$ cat src/rtl/wcr_defs.svh
// register offsets, field positions and reset values of the window comparator bank
`ifndef WCR_DEFS_SVH
`define WCR_DEFS_SVH
`define WCR_OFS_LOW_FLAGS 8'h0C
`define WCR_OFS_HIGH_FLAGS 8'h0E
`define WCR_OFS_ALERT_EN 8'h34
`define WCR_OFS_QUAL_CNT 8'h36
`define WCR_OFS_CMP_EN 8'h37
`define WCR_OFS_C0_UP_LO 8'h38
`define WCR_OFS_C0_UP_HI 8'h39
`define WCR_OFS_C0_LW_LO 8'h3A
`define WCR_OFS_C0_LW_HI 8'h3B
`define WCR_OFS_C1_UP_LO 8'h3C
`define WCR_OFS_C1_UP_HI 8'h3D
`define WCR_OFS_C1_LW_LO 8'h3E
`define WCR_OFS_C1_LW_HI 8'h3F
`define WCR_OFS_C0_HYS 8'h40
`define WCR_OFS_C1_HYS 8'h41
`define WCR_QUAL_LSB 4
`define WCR_RST_BYTE 8'h00
`define WCR_RST_ALERT_EN 2'h0
`define WCR_RST_NIB 4'h0
`define WCR_RST_HYS 6'h00
`define WCR_RST_CNT 5'h00
`endif

$ cat src/rtl/wcr_pkg.sv
// types of the window comparator register bank
package wcr_pkg;
   typedef struct packed {
      logic [11:0] upper;
      logic [11:0] lower;
      logic [5:0] hys;
   } wcr_limits_t;
   typedef struct packed {
      logic wr;
      logic [7:0] addr;
      logic [7:0] wdata;
   } wcr_wr_t;
   typedef enum logic [1:0] {
      WCR_ST_CLEAR = 2'b00,
      WCR_ST_COUNT = 2'b01,
      WCR_ST_ALERT = 2'b10
   } wcr_side_st_t;
endpackage

$ cat src/rtl/wcr_regs.sv
// window comparator configuration bank with two-channel alert datapath
`include "wcr_defs.svh"
module wcr_regs
   import wcr_pkg::*;
(
   input wire logic clk_sys,
   input wire logic rst,
   input wire wcr_wr_t reg_wr,
   input wire logic [7:0] reg_raddr,
   output logic [7:0] reg_rdata,
   input wire logic sample_valid,
   input wire logic sample_chan,
   input wire logic [11:0] sample_data,
   output logic [1:0] over_flags,
   output logic [1:0] under_flags,
   output logic alert
);
   logic [1:0] alert_en_q, alert_en_d;
   logic cmp_en_q, cmp_en_d;
   logic [3:0] qual_q, qual_d;
   wcr_limits_t lim_q [2];
   wcr_limits_t lim_d [2];
   logic [7:0] rdata_d;
   logic [1:0] over_clr, under_clr;
   logic [1:0] beyond_hi, beyond_lo, rel_hi, rel_lo, ch_active, ch_valid;
   always_comb begin
      alert_en_d = alert_en_q;
      cmp_en_d = cmp_en_q;
      qual_d = qual_q;
      lim_d = lim_q;
      over_clr = 2'b00;
      under_clr = 2'b00;
      if (reg_wr.wr) begin
         // bits outside each field are simply not stored
         case (reg_wr.addr)
            `WCR_OFS_ALERT_EN: alert_en_d = reg_wr.wdata[1:0];
            `WCR_OFS_CMP_EN: cmp_en_d = reg_wr.wdata[0];
            `WCR_OFS_QUAL_CNT: qual_d = reg_wr.wdata[`WCR_QUAL_LSB +: 4];
            `WCR_OFS_LOW_FLAGS: under_clr = reg_wr.wdata[1:0];
            `WCR_OFS_HIGH_FLAGS: over_clr = reg_wr.wdata[1:0];
            `WCR_OFS_C0_UP_LO: lim_d[0].upper[7:0] = reg_wr.wdata;
            `WCR_OFS_C0_UP_HI: lim_d[0].upper[11:8] = reg_wr.wdata[3:0];
            `WCR_OFS_C0_LW_LO: lim_d[0].lower[7:0] = reg_wr.wdata;
            `WCR_OFS_C0_LW_HI: lim_d[0].lower[11:8] = reg_wr.wdata[3:0];
            `WCR_OFS_C1_UP_LO: lim_d[1].upper[7:0] = reg_wr.wdata;
            `WCR_OFS_C1_UP_HI: lim_d[1].upper[11:8] = reg_wr.wdata[3:0];
            `WCR_OFS_C1_LW_LO: lim_d[1].lower[7:0] = reg_wr.wdata;
            `WCR_OFS_C1_LW_HI: lim_d[1].lower[11:8] = reg_wr.wdata[3:0];
            `WCR_OFS_C0_HYS: lim_d[0].hys = reg_wr.wdata[5:0];
            `WCR_OFS_C1_HYS: lim_d[1].hys = reg_wr.wdata[5:0];
            default: ;
         endcase
      end
      // unmapped reads return zero
      case (reg_raddr)
         `WCR_OFS_ALERT_EN: rdata_d = {6'h00, alert_en_q};
         `WCR_OFS_CMP_EN: rdata_d = {7'h00, cmp_en_q};
         `WCR_OFS_QUAL_CNT: rdata_d = {qual_q, 4'h0};
         `WCR_OFS_LOW_FLAGS: rdata_d = {6'h00, under_flags};
         `WCR_OFS_HIGH_FLAGS: rdata_d = {6'h00, over_flags};
         `WCR_OFS_C0_UP_LO: rdata_d = lim_q[0].upper[7:0];
         `WCR_OFS_C0_UP_HI: rdata_d = {4'h0, lim_q[0].upper[11:8]};
         `WCR_OFS_C0_LW_LO: rdata_d = lim_q[0].lower[7:0];
         `WCR_OFS_C0_LW_HI: rdata_d = {4'h0, lim_q[0].lower[11:8]};
         `WCR_OFS_C1_UP_LO: rdata_d = lim_q[1].upper[7:0];
         `WCR_OFS_C1_UP_HI: rdata_d = {4'h0, lim_q[1].upper[11:8]};
         `WCR_OFS_C1_LW_LO: rdata_d = lim_q[1].lower[7:0];
         `WCR_OFS_C1_LW_HI: rdata_d = {4'h0, lim_q[1].lower[11:8]};
         `WCR_OFS_C0_HYS: rdata_d = {2'h0, lim_q[0].hys};
         `WCR_OFS_C1_HYS: rdata_d = {2'h0, lim_q[1].hys};
         default: rdata_d = `WCR_RST_BYTE;
      endcase
   end
   always_ff @(posedge clk_sys) begin
      if (rst) begin
         alert_en_q <= `WCR_RST_ALERT_EN;
         cmp_en_q <= 1'b0;
         qual_q <= `WCR_RST_NIB;
         for (int i = 0; i < 2; i++) begin
            lim_q[i] <= '0;
         end
         reg_rdata <= `WCR_RST_BYTE;
      end else begin
         alert_en_q <= alert_en_d;
         cmp_en_q <= cmp_en_d;
         qual_q <= qual_d;
         lim_q <= lim_d;
         reg_rdata <= rdata_d;
      end
   end
   // release points widened to 13 bits so the band never wraps
   always_comb begin
      for (int c = 0; c < 2; c++) begin
         ch_active[c] = cmp_en_q & alert_en_q[c];
         ch_valid[c] = sample_valid & (sample_chan == c[0]);
         beyond_hi[c] = sample_data > lim_q[c].upper;
         beyond_lo[c] = sample_data < lim_q[c].lower;
         rel_hi[c] = {1'b0, sample_data} + {7'h00, lim_q[c].hys} <= {1'b0, lim_q[c].upper};
         rel_lo[c] = {1'b0, sample_data} >= {1'b0, lim_q[c].lower} + {7'h00, lim_q[c].hys};
      end
   end
   for (genvar g = 0; g < 2; g++) begin : g_ch
      wcr_side_cmp u_hi (
         .clk_sys(clk_sys),
         .rst(rst),
         .active(ch_active[g]),
         .sample_valid(ch_valid[g]),
         .beyond(beyond_hi[g]),
         .released(rel_hi[g]),
         .qual_cnt(qual_q),
         .flag_clr(over_clr[g]),
         .flag_q(over_flags[g])
      );
      wcr_side_cmp u_lo (
         .clk_sys(clk_sys),
         .rst(rst),
         .active(ch_active[g]),
         .sample_valid(ch_valid[g]),
         .beyond(beyond_lo[g]),
         .released(rel_lo[g]),
         .qual_cnt(qual_q),
         .flag_clr(under_clr[g]),
         .flag_q(under_flags[g])
      );
   end
   assign alert = |over_flags | |under_flags;

   a_rdata_reserved: assert property (@(posedge clk_sys) disable iff (rst)
      $past(reg_raddr) == `WCR_OFS_C0_HYS |-> reg_rdata[7:6] == 2'b00)
      else $error("hysteresis reserved bits read nonzero");
   a_rdata_nibble: assert property (@(posedge clk_sys) disable iff (rst)
      $past(reg_raddr) == `WCR_OFS_C1_LW_HI |-> reg_rdata[7:4] == 4'h0)
      else $error("limit top register reserved bits read nonzero");
   a_rdata_byte: assert property (@(posedge clk_sys) disable iff (rst)
      !$past(rst) && $past(reg_raddr) == `WCR_OFS_C0_UP_LO |-> reg_rdata == $past(lim_q[0].upper[7:0]))
      else $error("upper limit bottom bits read back wrong");
   a_limit_write: assert property (@(posedge clk_sys) disable iff (rst)
      reg_wr.wr && reg_wr.addr == `WCR_OFS_C0_UP_HI |=> lim_q[0].upper[11:8] == $past(reg_wr.wdata[3:0]))
      else $error("upper limit top bits not stored");
   a_limit_bottom: assert property (@(posedge clk_sys) disable iff (rst)
      reg_wr.wr && reg_wr.addr == `WCR_OFS_C0_UP_LO |=> lim_q[0].upper[7:0] == $past(reg_wr.wdata))
      else $error("upper limit bottom bits not stored");
   a_lower_top: assert property (@(posedge clk_sys) disable iff (rst)
      reg_wr.wr && reg_wr.addr == `WCR_OFS_C0_LW_HI |=> lim_q[0].lower[11:8] == $past(reg_wr.wdata[3:0]))
      else $error("lower limit top bits not stored");
   a_lower_bottom: assert property (@(posedge clk_sys) disable iff (rst)
      reg_wr.wr && reg_wr.addr == `WCR_OFS_C0_LW_LO |=> lim_q[0].lower[7:0] == $past(reg_wr.wdata))
      else $error("lower limit bottom bits not stored");
   a_c1_upper: assert property (@(posedge clk_sys) disable iff (rst)
      reg_wr.wr && reg_wr.addr == `WCR_OFS_C1_UP_HI |=> lim_q[1].upper[11:8] == $past(reg_wr.wdata[3:0]))
      else $error("second channel upper top bits not stored");
   a_c1_upper_low: assert property (@(posedge clk_sys) disable iff (rst)
      reg_wr.wr && reg_wr.addr == `WCR_OFS_C1_UP_LO |=> lim_q[1].upper[7:0] == $past(reg_wr.wdata))
      else $error("second channel upper bottom bits not stored");
   a_low_write: assert property (@(posedge clk_sys) disable iff (rst)
      reg_wr.wr && reg_wr.addr == `WCR_OFS_C1_LW_LO |=> lim_q[1].lower[7:0] == $past(reg_wr.wdata))
      else $error("lower limit bottom bits not stored");
   a_c1_lower_top: assert property (@(posedge clk_sys) disable iff (rst)
      reg_wr.wr && reg_wr.addr == `WCR_OFS_C1_LW_HI |=> lim_q[1].lower[11:8] == $past(reg_wr.wdata[3:0]))
      else $error("second channel lower top bits not stored");
   a_hys_c0: assert property (@(posedge clk_sys) disable iff (rst)
      reg_wr.wr && reg_wr.addr == `WCR_OFS_C0_HYS |=> lim_q[0].hys == $past(reg_wr.wdata[5:0]))
      else $error("first channel hysteresis not stored");
   a_hys_write: assert property (@(posedge clk_sys) disable iff (rst)
      reg_wr.wr && reg_wr.addr == `WCR_OFS_C1_HYS |=> lim_q[1].hys == $past(reg_wr.wdata[5:0]))
      else $error("hysteresis not stored");
   a_en_write: assert property (@(posedge clk_sys) disable iff (rst)
      reg_wr.wr && reg_wr.addr == `WCR_OFS_ALERT_EN |=> alert_en_q == $past(reg_wr.wdata[1:0]))
      else $error("alert enables not stored");
   a_cmp_write: assert property (@(posedge clk_sys) disable iff (rst)
      reg_wr.wr && reg_wr.addr == `WCR_OFS_CMP_EN |=> cmp_en_q == $past(reg_wr.wdata[0]))
      else $error("comparator enable not stored");
   a_qual_write: assert property (@(posedge clk_sys) disable iff (rst)
      reg_wr.wr && reg_wr.addr == `WCR_OFS_QUAL_CNT |=> qual_q == $past(reg_wr.wdata[`WCR_QUAL_LSB +: 4]))
      else $error("qualify count not stored");
   a_disabled_quiet: assert property (@(posedge clk_sys) disable iff (rst)
      !alert_en_q[0] ##1 !alert_en_q[0] |-> !$rose(over_flags[0]) && !$rose(under_flags[0]))
      else $error("flag set on disabled channel");
   a_block_off: assert property (@(posedge clk_sys) disable iff (rst)
      !cmp_en_q ##1 !cmp_en_q |-> !$rose(over_flags[1]) && !$rose(under_flags[1]))
      else $error("flag set while comparator off");
   a_flag_clear: assert property (@(posedge clk_sys) disable iff (rst)
      reg_wr.wr && reg_wr.addr == `WCR_OFS_HIGH_FLAGS && reg_wr.wdata[0] && over_flags[0]
      |=> !over_flags[0] || $past(ch_valid[0] && beyond_hi[0]))
      else $error("over flag not cleared");
   a_under_clear: assert property (@(posedge clk_sys) disable iff (rst)
      reg_wr.wr && reg_wr.addr == `WCR_OFS_LOW_FLAGS && reg_wr.wdata[1] && under_flags[1]
      |=> !under_flags[1] || $past(ch_valid[1] && beyond_lo[1]))
      else $error("under flag not cleared");
   // a side still latched past its limit waits for release, so it is excluded
   a_first_hit: assert property (@(posedge clk_sys) disable iff (rst)
      qual_q == 4'h0 && ch_active[0] && ch_valid[0] && beyond_hi[0] && !over_flags[0]
      && g_ch[0].u_hi.st_q != WCR_ST_ALERT
      && !(reg_wr.wr && reg_wr.addr == `WCR_OFS_CMP_EN) |=> over_flags[0])
      else $error("single event did not raise flag");
   a_over_cause: assert property (@(posedge clk_sys) disable iff (rst)
      $rose(over_flags[0]) |-> $past(ch_active[0] && ch_valid[0] && beyond_hi[0]))
      else $error("over flag rose without an event above the limit");
   a_under_cause: assert property (@(posedge clk_sys) disable iff (rst)
      $rose(under_flags[1]) |-> $past(ch_active[1] && ch_valid[1] && beyond_lo[1]))
      else $error("under flag rose without an event below the limit");
   a_en_reset: assert property (@(posedge clk_sys) $past(rst) |-> alert_en_q == 2'b00)
      else $error("alert enables not zero after reset");
   c_over_ch0: cover property (@(posedge clk_sys) disable iff (rst) $rose(over_flags[0]));
   c_under_ch1: cover property (@(posedge clk_sys) disable iff (rst) $rose(under_flags[1]));
   c_clear: cover property (@(posedge clk_sys) disable iff (rst) $fell(over_flags[0]));
   c_rearm: cover property (@(posedge clk_sys) disable iff (rst)
      g_ch[0].u_hi.st_q == WCR_ST_ALERT && ch_valid[0] && rel_hi[0]);
   c_single_event: cover property (@(posedge clk_sys) disable iff (rst) qual_q == 4'h0 && $rose(over_flags[0]));
endmodule

$ cat src/rtl/wcr_side_cmp.sv
// one comparator side: qualify count, latched flag, hysteresis release
`include "wcr_defs.svh"
module wcr_side_cmp
   import wcr_pkg::*;
(
   input wire logic clk_sys,
   input wire logic rst,
   input wire logic active,
   input wire logic sample_valid,
   input wire logic beyond,
   input wire logic released,
   input wire logic [3:0] qual_cnt,
   input wire logic flag_clr,
   output logic flag_q
);
   wcr_side_st_t st_q, st_d;
   logic [4:0] cnt_q, cnt_d;
   logic flag_d;
   logic hit;
   always_comb begin
      st_d = st_q;
      cnt_d = cnt_q;
      hit = 1'b0;
      case (st_q)
         WCR_ST_CLEAR, WCR_ST_COUNT: begin
            if (!active) begin
               st_d = WCR_ST_CLEAR;
               cnt_d = `WCR_RST_CNT;
            end else if (sample_valid) begin
               if (beyond) begin
                  // alert after count plus one consecutive events
                  if (cnt_q >= {1'b0, qual_cnt}) begin
                     hit = 1'b1;
                     st_d = WCR_ST_ALERT;
                     cnt_d = `WCR_RST_CNT;
                  end else begin
                     st_d = WCR_ST_COUNT;
                     cnt_d = cnt_q + 5'h01;
                  end
               end else begin
                  st_d = WCR_ST_CLEAR;
                  cnt_d = `WCR_RST_CNT;
               end
            end
         end
         WCR_ST_ALERT: begin
            // comparator re-arms past the hysteresis band or when the side goes inactive
            if (!active || (sample_valid && released))
               st_d = WCR_ST_CLEAR;
         end
         default: begin
            st_d = WCR_ST_CLEAR;
            cnt_d = `WCR_RST_CNT;
         end
      endcase
      // set wins over a clear in the same cycle
      flag_d = hit | (flag_q & ~flag_clr);
   end
   always_ff @(posedge clk_sys) begin
      if (rst) begin
         st_q <= WCR_ST_CLEAR;
         cnt_q <= `WCR_RST_CNT;
         flag_q <= 1'b0;
      end else begin
         st_q <= st_d;
         cnt_q <= cnt_d;
         flag_q <= flag_d;
      end
   end
endmodule

$ cat config.mk
export PLATFORM = sky130hd
export DESIGN_NAME = wcr_regs
export DESIGN_NICKNAME = d
export VERILOG_FILES = /design/src/rtl/wcr_pkg.sv /design/src/rtl/wcr_regs.sv /design/src/rtl/wcr_side_cmp.sv
export VERILOG_INCLUDE_DIRS = /design/src /design/src/rtl
export SDC_FILE = /design/constraint.sdc
export NUM_CORES = 1
export LEC_CHECK = 0
export BUFFER_PORTS_ARGS = -buffer_cell sky130_fd_sc_hd__buf_2
export CORE_UTILIZATION = 41
export CTS_CLUSTER_SIZE = 40
export DETAILED_ROUTE_END_ITERATION = 8
export HOLD_SLACK_MARGIN = 0.03
export PLACE_DENSITY = 0.56
export SLEW_MARGIN = 5
export SYNTH_ARGS = -nofsm -noshare
export SYNTH_HDL_FRONTEND = slang
export SYNTH_SLANG_ARGS = --single-unit
$ cat constraint.sdc
create_clock -name clk_sys -period 4.7 [get_ports clk_sys]
set_clock_uncertainty 0.15 [all_clocks]
set_input_delay 0.705 -clock clk_sys [delete_from_list [all_inputs] [get_ports clk_sys]]
set_output_delay 0.705 -clock clk_sys [all_outputs]
set_load 0.005 [all_outputs]
==> impl_results.md, run 1 <==
* Status: completed
* Vias per cell at 5.75
* Cts-stage hold buffer count at 0
* CP max-delay cell: sky130_fd_sc_hd__dfxtp_1
* Post-detailed-routing wire length at 27.8 mm
* Cell accounting for the most synthesized area: sky130_fd_sc_hd__dfxtp_1
* Sinks on Clock Net at 107
* Type of element capturing the critical path: flop
* Most used flip-flop cell after synthesis: sky130_fd_sc_hd__dfxtp_1
* Required time of the worst setup path at 4770 ps
* Overflow left after global routing at 0
* DR DRC count at 0
* Cell area after synthesis at 8880 um2
* Total placed instance area at 9320 um2
* Number of antenna violations at the first check in global routing at 0
* Number of logic stages on the critical path including buffering at 16
* Antenna diodes at 0
* Count of distinct cell types in the synthesized netlist at 79
* Share of synthesized area occupied by flip-flops and latches at 24.1%
* Actual transition at the worst max-transition pin at 1020 ps
* Maximum clock rate at 261 MHz
* Area share of the largest cell type after synthesis at 24.1%
* Clk pin slew, worst setup/hold paths at 80 ps
* Start of the worst register-to-register path: lim_q[6]
* Count of endpoints failing hold in the final timing report at 0
* Wire length of the first global-routing pass at 42.9 mm
* Vias post-DR at 8002
* Cell area after layout at 9640 um2
* Final critical path time including I/O delays and setup at 3840 ps
* Cells after Synth at 1088
* Post-Synthesis Net Count at 1271
* Largest cells by area after synthesis: sky130_fd_sc_hd__dfxtp_1, sky130_fd_sc_hd__ha_1, sky130_fd_sc_hd__mux2i_1
* Worst setup path end: g_ch[1].u_lo.st_q[0]
* Buffers plus inverters on the worst setup path at 1
* Syn avg cell area at 8.16 um2
* Floorplan row count at 53
* Worst Setup Start Kind: flop
* Global routing usage summed across all routing layers at 25.8%
* Core Area at 21200 um2
* I/O pin count at 54
* Effective utilization at floorplan at 42.0%
* Postcts setup bufs at 0
* Max-cap violations at 0
* Routed WL per cell at 20.0 um
* CTS-repair resized insts at 0
* Source of the critical timing path: lim_q[6]
* Number of nets with antenna violations after detailed routing at 0
* Total power divided by cell area at 207 nW/um2
* Final standard cell count with taps included and fillers excluded at 1392
* Die height at 149 um
* Max stage delay on crit path at 460 ps
* DP Cell Count at 1376
* Number of DRC markers in iteration 0 at 611
* Master cell of the clock root buffer: sky130_fd_sc_hd__clkbuf_16
* First drt pass iteration count at 5
* Max Fanout on Critical Path at 4
* Final sum of negative setup slack at 0 ps
* CP Cell Sequence: ha_1 -> inv_1 -> fa_1 -> nor2b_4 -> o31a_1 -> o21ai_0 -> nand2b_1 -> nand3_1 -> xnor2_1 -> ha_1 -> a21o_1 -> a211o_1 -> a211o_1 -> a311oi_1 -> or4_1 -> a21oi_1
* Width of the die at 149 um
* Yosys warning total at 0
* Number of synthesized register bits at 107
* Synth async-reset ratio at 0%
* Count of cells along the worst register-to-register path at 16
* Die area at 22300 um2
* Clock latency at the later pin of the worst-skew pair at 370 ps
* Global placer's final weighted congestion at 0.914
* End of the worst register-to-register path: g_ch[1].u_lo.st_q[0]
* Pin count of the biggest net entering global routing at 77
* Unrepaired setup endpoints after global routing: false
* Final setup violation count at 0
* Number of global-route vias before repair at 7432
* CP arrival at 3900 ps
* Maximum number of buffers from clock root to sink at 2
* Fin crit share at 81.7%
* Worst R2R Setup Slack at 860 ps
* Headroom to the max-slew limit at 32.0%
* Maximum resistive drop on vdd at 0.000185 V
* Net count of the finished layout at 1295
* Share of layout cells above drive strength 1 at 8.24%
* Signed area change from the synthesized netlist to the final layout at 8.58%
* Worst setup path class: flop to flop
* TritonCTS clock tree: yes
* Sum of net half-perimeters after detailed placement at 21.9 mm
* Hold crit path type: flop to flop
* Number of CTS-inserted buffers at 9
* Pins Over Slew Limit at 0
* H-tree level count at 3
* Number of synthesized flops with an enable pin at 0
* Count of buffers from port buffering at 53
* Cell leakage power at 3.69 nW
* Family of cells with the greatest summed delay on the critical path: compound AO/OA/AOI/OAI gates
layer usage:
metal | GRT usage [%] | vias to the layer above | routed length [um]
met5 | 0 | - | 0
met4 | 8.93 | 0 | 679
met3 | 3.18 | 32 | 1450
met2 | 39.5 | 226 | 11900
met1 | 37.1 | 3755 | 13800
li1 | - | 3989 | -
cell type report:
| class | count | area [um2] |
|---|---|---|
| fill | 2101 | 11500 |
| multi-input combinational | 866 | 6280 |
| sequential | 107 | 2140 |
| tap | 275 | 344 |
| inverter | 74 | 278 |
| timing repair buffer | 54 | 275 |
| clock buffer | 10 | 229 |
| clock inverter | 6 | 96.3 |
power by group:
part | internal [W] | total [W] | switching, W | leakage, nW
clock | 0.000475 | 0.000856 | 0.000381 | 0.155
sequential | 0.000906 | 0.000907 | 0.00000117 | 0.861
combinational | 0.0000820 | 0.000233 | 0.000150 | 2.67
worst min path at each step:
| stage | from | end | cells past startpoint | slack, ps |
|---|---|---|---|---|
| 5_1_grt | g_ch[0].u_lo.st_q[0] | g_ch[0].u_lo.st_q[0] | 2 | 330 |
| 4_1_cts | g_ch[0].u_lo.st_q[0] | g_ch[0].u_lo.st_q[0] | 2 | 300 |
| 6_report | g_ch[0].u_lo.st_q[0] | g_ch[0].u_lo.st_q[0] | 2 | 300 |
| 3_5_place_dp | g_ch[0].u_lo.st_q[0] | g_ch[0].u_lo.st_q[0] | 2 | 280 |
| 2_1_floorplan | g_ch[0].u_lo.st_q[0] | g_ch[0].u_lo.st_q[0] | 2 | 270 |
| 3_3_place_gp | g_ch[0].u_lo.st_q[0] | g_ch[0].u_lo.st_q[0] | 2 | 280 |
synth_stat cells (6+ instances only):
| library cell | instances |
|---|---|
| sky130_fd_sc_hd__ha_1 | 138 |
| sky130_fd_sc_hd__dfxtp_1 | 107 |
| sky130_fd_sc_hd__nand2_1 | 92 |
| sky130_fd_sc_hd__nor2_1 | 89 |
| sky130_fd_sc_hd__a21oi_1 | 78 |
| sky130_fd_sc_hd__inv_1 | 74 |
| sky130_fd_sc_hd__o21ai_0 | 64 |
| sky130_fd_sc_hd__mux2i_1 | 51 |
| sky130_fd_sc_hd__nand3_1 | 37 |
| sky130_fd_sc_hd__clkbuf_1 | 30 |
| sky130_fd_sc_hd__xnor2_1 | 30 |
| sky130_fd_sc_hd__nor3_1 | 27 |
| sky130_fd_sc_hd__a21o_1 | 24 |
| sky130_fd_sc_hd__nand2b_1 | 20 |
| sky130_fd_sc_hd__and3_1 | 16 |
| sky130_fd_sc_hd__a211oi_1 | 13 |
| sky130_fd_sc_hd__nor2b_1 | 13 |
| sky130_fd_sc_hd__xor2_1 | 13 |
| sky130_fd_sc_hd__a22oi_1 | 11 |
| sky130_fd_sc_hd__nand4_1 | 11 |
| sky130_fd_sc_hd__a31oi_1 | 10 |
| sky130_fd_sc_hd__o21a_1 | 10 |
| sky130_fd_sc_hd__o22ai_1 | 8 |
| sky130_fd_sc_hd__a211o_1 | 7 |
| sky130_fd_sc_hd__nor4_1 | 7 |
| sky130_fd_sc_hd__o21ai_1 | 6 |
| sky130_fd_sc_hd__or2_1 | 6 |
registers in the layout, summed over array words and instances, names as in the netlist:
| register | cells |
|---|---|
| lim_q | 60 |
| g_ch.u_hi.cnt_q | 10 |
| g_ch.u_lo.cnt_q | 10 |
| reg_rdata | 8 |
| g_ch.u_hi.st_q | 4 |
| g_ch.u_lo.st_q | 4 |
| qual_q | 4 |
| alert_en_q | 2 |
| g_ch.u_hi.flag_q | 2 |
| g_ch.u_lo.flag_q | 2 |
| cmp_en_q | 1 |
cell usage in the layout, fill, tap and decap left out, types with 8 or more instances in the layout:
cell and count:
sky130_fd_sc_hd__ha_1 138, sky130_fd_sc_hd__dfxtp_1 107, sky130_fd_sc_hd__nand2_1 92, sky130_fd_sc_hd__nor2_1 89, sky130_fd_sc_hd__a21oi_1 78, sky130_fd_sc_hd__inv_1 74, sky130_fd_sc_hd__o21ai_0 64, sky130_fd_sc_hd__buf_2 52
sky130_fd_sc_hd__mux2i_1 51, sky130_fd_sc_hd__nand3_1 37, sky130_fd_sc_hd__xnor2_1 30, sky130_fd_sc_hd__nor3_1 27, sky130_fd_sc_hd__a21o_1 24, sky130_fd_sc_hd__nand2b_1 20, sky130_fd_sc_hd__and3_1 16, sky130_fd_sc_hd__nor2b_1 13
sky130_fd_sc_hd__xor2_1 13, sky130_fd_sc_hd__a211oi_1 13, sky130_fd_sc_hd__nand4_1 11, sky130_fd_sc_hd__a22oi_1 11, sky130_fd_sc_hd__o21a_1 10, sky130_fd_sc_hd__a31oi_1 10, sky130_fd_sc_hd__clkbuf_16 9, sky130_fd_sc_hd__o22ai_1 8
worst reg2reg max path, stage by stage, from the launching register on:
cell,delay [ps]
sky130_fd_sc_hd__dfxtp_1,460
sky130_fd_sc_hd__ha_1,220
sky130_fd_sc_hd__inv_1,50
sky130_fd_sc_hd__fa_1,440
sky130_fd_sc_hd__nor2b_4,130
sky130_fd_sc_hd__o31a_1,190
sky130_fd_sc_hd__o21ai_0,100
sky130_fd_sc_hd__nand2b_1,140
sky130_fd_sc_hd__nand3_1,110
sky130_fd_sc_hd__xnor2_1,150
sky130_fd_sc_hd__ha_1,290
sky130_fd_sc_hd__a21o_1,160
sky130_fd_sc_hd__a211o_1,280
sky130_fd_sc_hd__a211o_1,230
sky130_fd_sc_hd__a311oi_1,360
sky130_fd_sc_hd__or4_1,180
sky130_fd_sc_hd__a21oi_1,50
cells by family after synthesis:
family	after synthesis	synth area share, %
compound gates	275	20.0
buf+inv	115	5.19
flops	107	24.1
xor+xnor	43	4.24
simple gates	355	20.4
fa+ha+maj	142	20.3
mux	51	5.75
stage by stage:
stage | worst slack, ps | util [%] | power [W] | hold WS [ps]
2_1_floorplan | 1140 | - | 0.00107 | 268
3_3_place_gp | 742 | 44.0 | 0.00116 | 282
3_5_place_dp | 657 | 44.0 | 0.00116 | 285
4_1_cts | 909 | 45.6 | 0.00201 | 304
5_1_grt | 646 | 45.6 | 0.00207 | 331
6_report | 861 | 45.6 | 0.00200 | 301
(Power assumes the default switching activity.)
==> run 2, diff against run 1 <==
Clock period 4.7 ns to 3.92 ns, I/O delays scaled along.
==> run 2 against run 1 <==
Net effect: die area did not move; global-route usage rose by 0.46 points; final cell count rose by 1.1%; wire length grew 1.2%; non-clock buffer count is 15 higher; register-to-register slack worse by 550 ps; flip-flop and latch count is the same; combinational power increased by 22%; critical path type unchanged; largest power group unchanged; highest routed layer unchanged.
==> impl_results.md, run 2 (synthesis results as in run 1) <==
* Master cell of the clock root buffer: sky130_fd_sc_hd__clkbuf_16
* Final sum of negative setup slack at 0 ps (unchanged)
* Number of filler instances in the final layout at 2153 (+2.5%)
* First drt pass iteration count at 5 (unchanged)
* Worst R2R Setup Slack at 310 ps (-550 ps)
* Pin count of the biggest net entering global routing at 69 (-10%)
* TritonCTS clock tree: yes
* Max stage delay on crit path at 430 ps (-30 ps)
* Family of cells with the greatest summed delay on the critical path: compound AO/OA/AOI/OAI gates
* CP Cell Sequence: ha_1 -> inv_1 -> fa_1 -> nor2b_4 -> o31a_1 -> o21ai_0 -> nand2b_1 -> nand3_1 -> xnor2_1 -> ha_1 -> a21o_1 -> a211o_1 -> a211o_1 -> a311oi_2 -> or4_1 -> a21oi_1
* Register name with the most flops: lim_q
* Floorplan row count at 53 (unchanged)
* Vias post-DR at 7999 (-0.037%)
* Final setup violation count at 0 (unchanged)
* Required time of the worst setup path at 4020 ps (-750 ps)
* Die height at 149 um (unchanged)
* Number of DRC markers in iteration 0 at 676 (+11%)
* Cell area after layout at 9740 um2 (+1.0%)
* Hold crit path type: flop to flop
* Final core occ at 46.0% (+0.46 points)
* CP arrival at 3710 ps (-190 ps)
* Die area at 22300 um2 (unchanged)
* Headroom to the max-slew limit at 49.2% (+17 points)
* Overflow left after global routing at 0 (unchanged)
* H-tree level count at 3 (unchanged)
* CP max-delay cell: sky130_fd_sc_hd__fa_1
* Pins Over Slew Limit at 0 (unchanged)
* Actual transition at the worst max-transition pin at 761 ps (-254 ps)
* Max Fanout on Critical Path at 3 (-1)
* Clock latency at the later pin of the worst-skew pair at 360 ps (about the same)
* Fin crit share at 92.1% (+10 points)
* Sinks on Clock Net at 107 (unchanged)
* End of the worst register-to-register path: g_ch[1].u_lo.st_q[0]
* Unrepaired setup endpoints after global routing: false
* Share of layout cells above drive strength 1 at 9.72% (+1.5 points)
* Maximum clock rate at 277 MHz (+6.3%)
* Core Area at 21200 um2 (unchanged)
* Max FFs per register at 60 (unchanged)
* Type of element capturing the critical path: flop
* Antenna diodes at 0 (unchanged)
* Max-cap violations at 0 (unchanged)
* Start of the worst register-to-register path: lim_q[0]
* Vias per cell at 5.69 (-1.1%)
* Total placed instance area at 9430 um2 (+1.2%)
* Max Used Layer: met4
* Worst setup path class: flop to flop
* Global routing usage summed across all routing layers at 26.3% (+0.46 points)
* I/O pin count at 54 (unchanged)
* Number of logic stages on the critical path including buffering at 16 (unchanged)
* Dpl ws at 2.29 ps (-655 ps)
* Commonest non-fill, non-tap cell in the layout: sky130_fd_sc_hd__ha_1
* Count of cells along the worst register-to-register path at 16 (unchanged)
* Hold EP: g_ch[0].u_lo.st_q[0]
* Startpoint of the most critical hold path: g_ch[0].u_lo.st_q[0]
* Signed area change from the synthesized netlist to the final layout at 9.68%
* Number of global-route vias before repair at 7578 (+2.0%)
* Maximum number of buffers from clock root to sink at 2 (unchanged)
* Number of stages on the worst hold path at 2 (unchanged)
* Worst Setup Start Kind: flop
* Total power divided by cell area at 238 nW/um2 (+15%)
* Routed WL per cell at 20.0 um (about the same)
* Number of CTS-inserted buffers at 9 (unchanged)
* Sum of net half-perimeters after detailed placement at 22.2 mm (+1.6%)
* Wire length on met3 at 1.24 mm (-14%)
* DR DRC count at 0 (unchanged)
* Number of antenna violations at the first check in global routing at 0 (unchanged)
* Status: completed
* Cell leakage power at 3.75 nW (+1.8%)
* Wl on met1 at 14.1 mm (+2.5%)
* Global placer's final weighted congestion at 0.938 (+2.6%)
* Net count of the finished layout at 1310 (+1.2%)
* Top Registers: lim_q x60, g_ch.u_hi.cnt_q x10, g_ch.u_lo.cnt_q x10
* Count of endpoints failing hold in the final timing report at 0 (unchanged)
* Post-detailed-routing wire length at 28.2 mm (+1.2%)
* Clk pin slew, worst setup/hold paths at 80 ps (about the same)
* Number of nets with antenna violations after detailed routing at 0 (unchanged)
* Wire length of the first global-routing pass at 43.8 mm (+2.2%)
* Most used cells in the layout excluding fill and tap cells: sky130_fd_sc_hd__ha_1, sky130_fd_sc_hd__dfxtp_1, sky130_fd_sc_hd__nand2_1, sky130_fd_sc_hd__nor2_1, sky130_fd_sc_hd__a21oi_1
* Count of buffers from port buffering at 53 (unchanged)
* Final critical path time including I/O delays and setup at 3610 ps (-228 ps)
* Effective utilization at floorplan at 42.0% (unchanged)
* Sum of met2 wire segment lengths after detailed routing at 12.1 mm (+1.7%)
* Width of the die at 149 um (unchanged)
* Buffers plus inverters on the worst setup path at 1 (unchanged)
* Setup ws final at 309 ps (-552 ps)
* Maximum resistive drop on vdd at 0.000208 V (+12%)
[run 2: per-stage QoR]
step	instances	hold slack (ps)	total power [W]
after global routing	1407	349	0.00242
after detailed placement	1391	292	0.00139
after floorplan	1088	268	0.00128
after CTS	1407	308	0.00234
final	1407	308	0.00232
after global placement	1391	282	0.00139
[run 2: per-layer routing]
metal	vias up	global-route usage, %
li1	4009	-
met1	3737	38.5
met2	207	40.0
met3	46	3.18
met4	0	7.60
met5	-	0
[run 2: area by class of cell]
class / count / area [um2] / area share [%]
multi-input combinational: 866 / 6280 / 64.5
sequential: 107 / 2140 / 22.0
timing repair buffer: 69 / 388 / 3.98
tap: 275 / 344 / 3.53
inverter: 74 / 278 / 2.85
clock buffer: 10 / 239 / 2.45
clock inverter: 6 / 63.8 / 0.655
[run 2: worst max path at each step]
stage / from / end
finish: lim_q[0] / g_ch[1].u_lo.st_q[0]
global route: lim_q[0] / g_ch[1].u_lo.st_q[0]
CTS: lim_q[0] / g_ch[1].u_lo.st_q[0]
detailed placement: sample_data[1] / g_ch[0].u_hi.st_q[1]
global placement: sample_data[1] / g_ch[0].u_hi.st_q[1]
floorplan: sample_data[0] / g_ch[1].u_hi.st_q[1]
[run 2: tightest hold or removal path, cell delays in order, from the launching register on]
cell                      delay [ps]
sky130_fd_sc_hd__dfxtp_1         330
sky130_fd_sc_hd__o21ai_1          60
sky130_fd_sc_hd__nand2_1          50
[run 2: report_power, final]
group / internal [W] / leakage [nW] / switching (W) / total (W)
Clock: 0.000469 / 0.146 / 0.000477 / 0.000946
Combinational: 0.000103 / 2.74 / 0.000183 / 0.000285
Sequential: 0.00109 / 0.862 / 0.00000128 / 0.00109
Total: 0.00166 / 3.75 / 0.000661 / 0.00232
[run 2: repair_timing]
item / in CTS / in global routing
gates resized for setup: 0 / 2
setup endpoints to repair: 0 / 3
hold buffers: 0 / 0
buffers inserted: 0 / 0
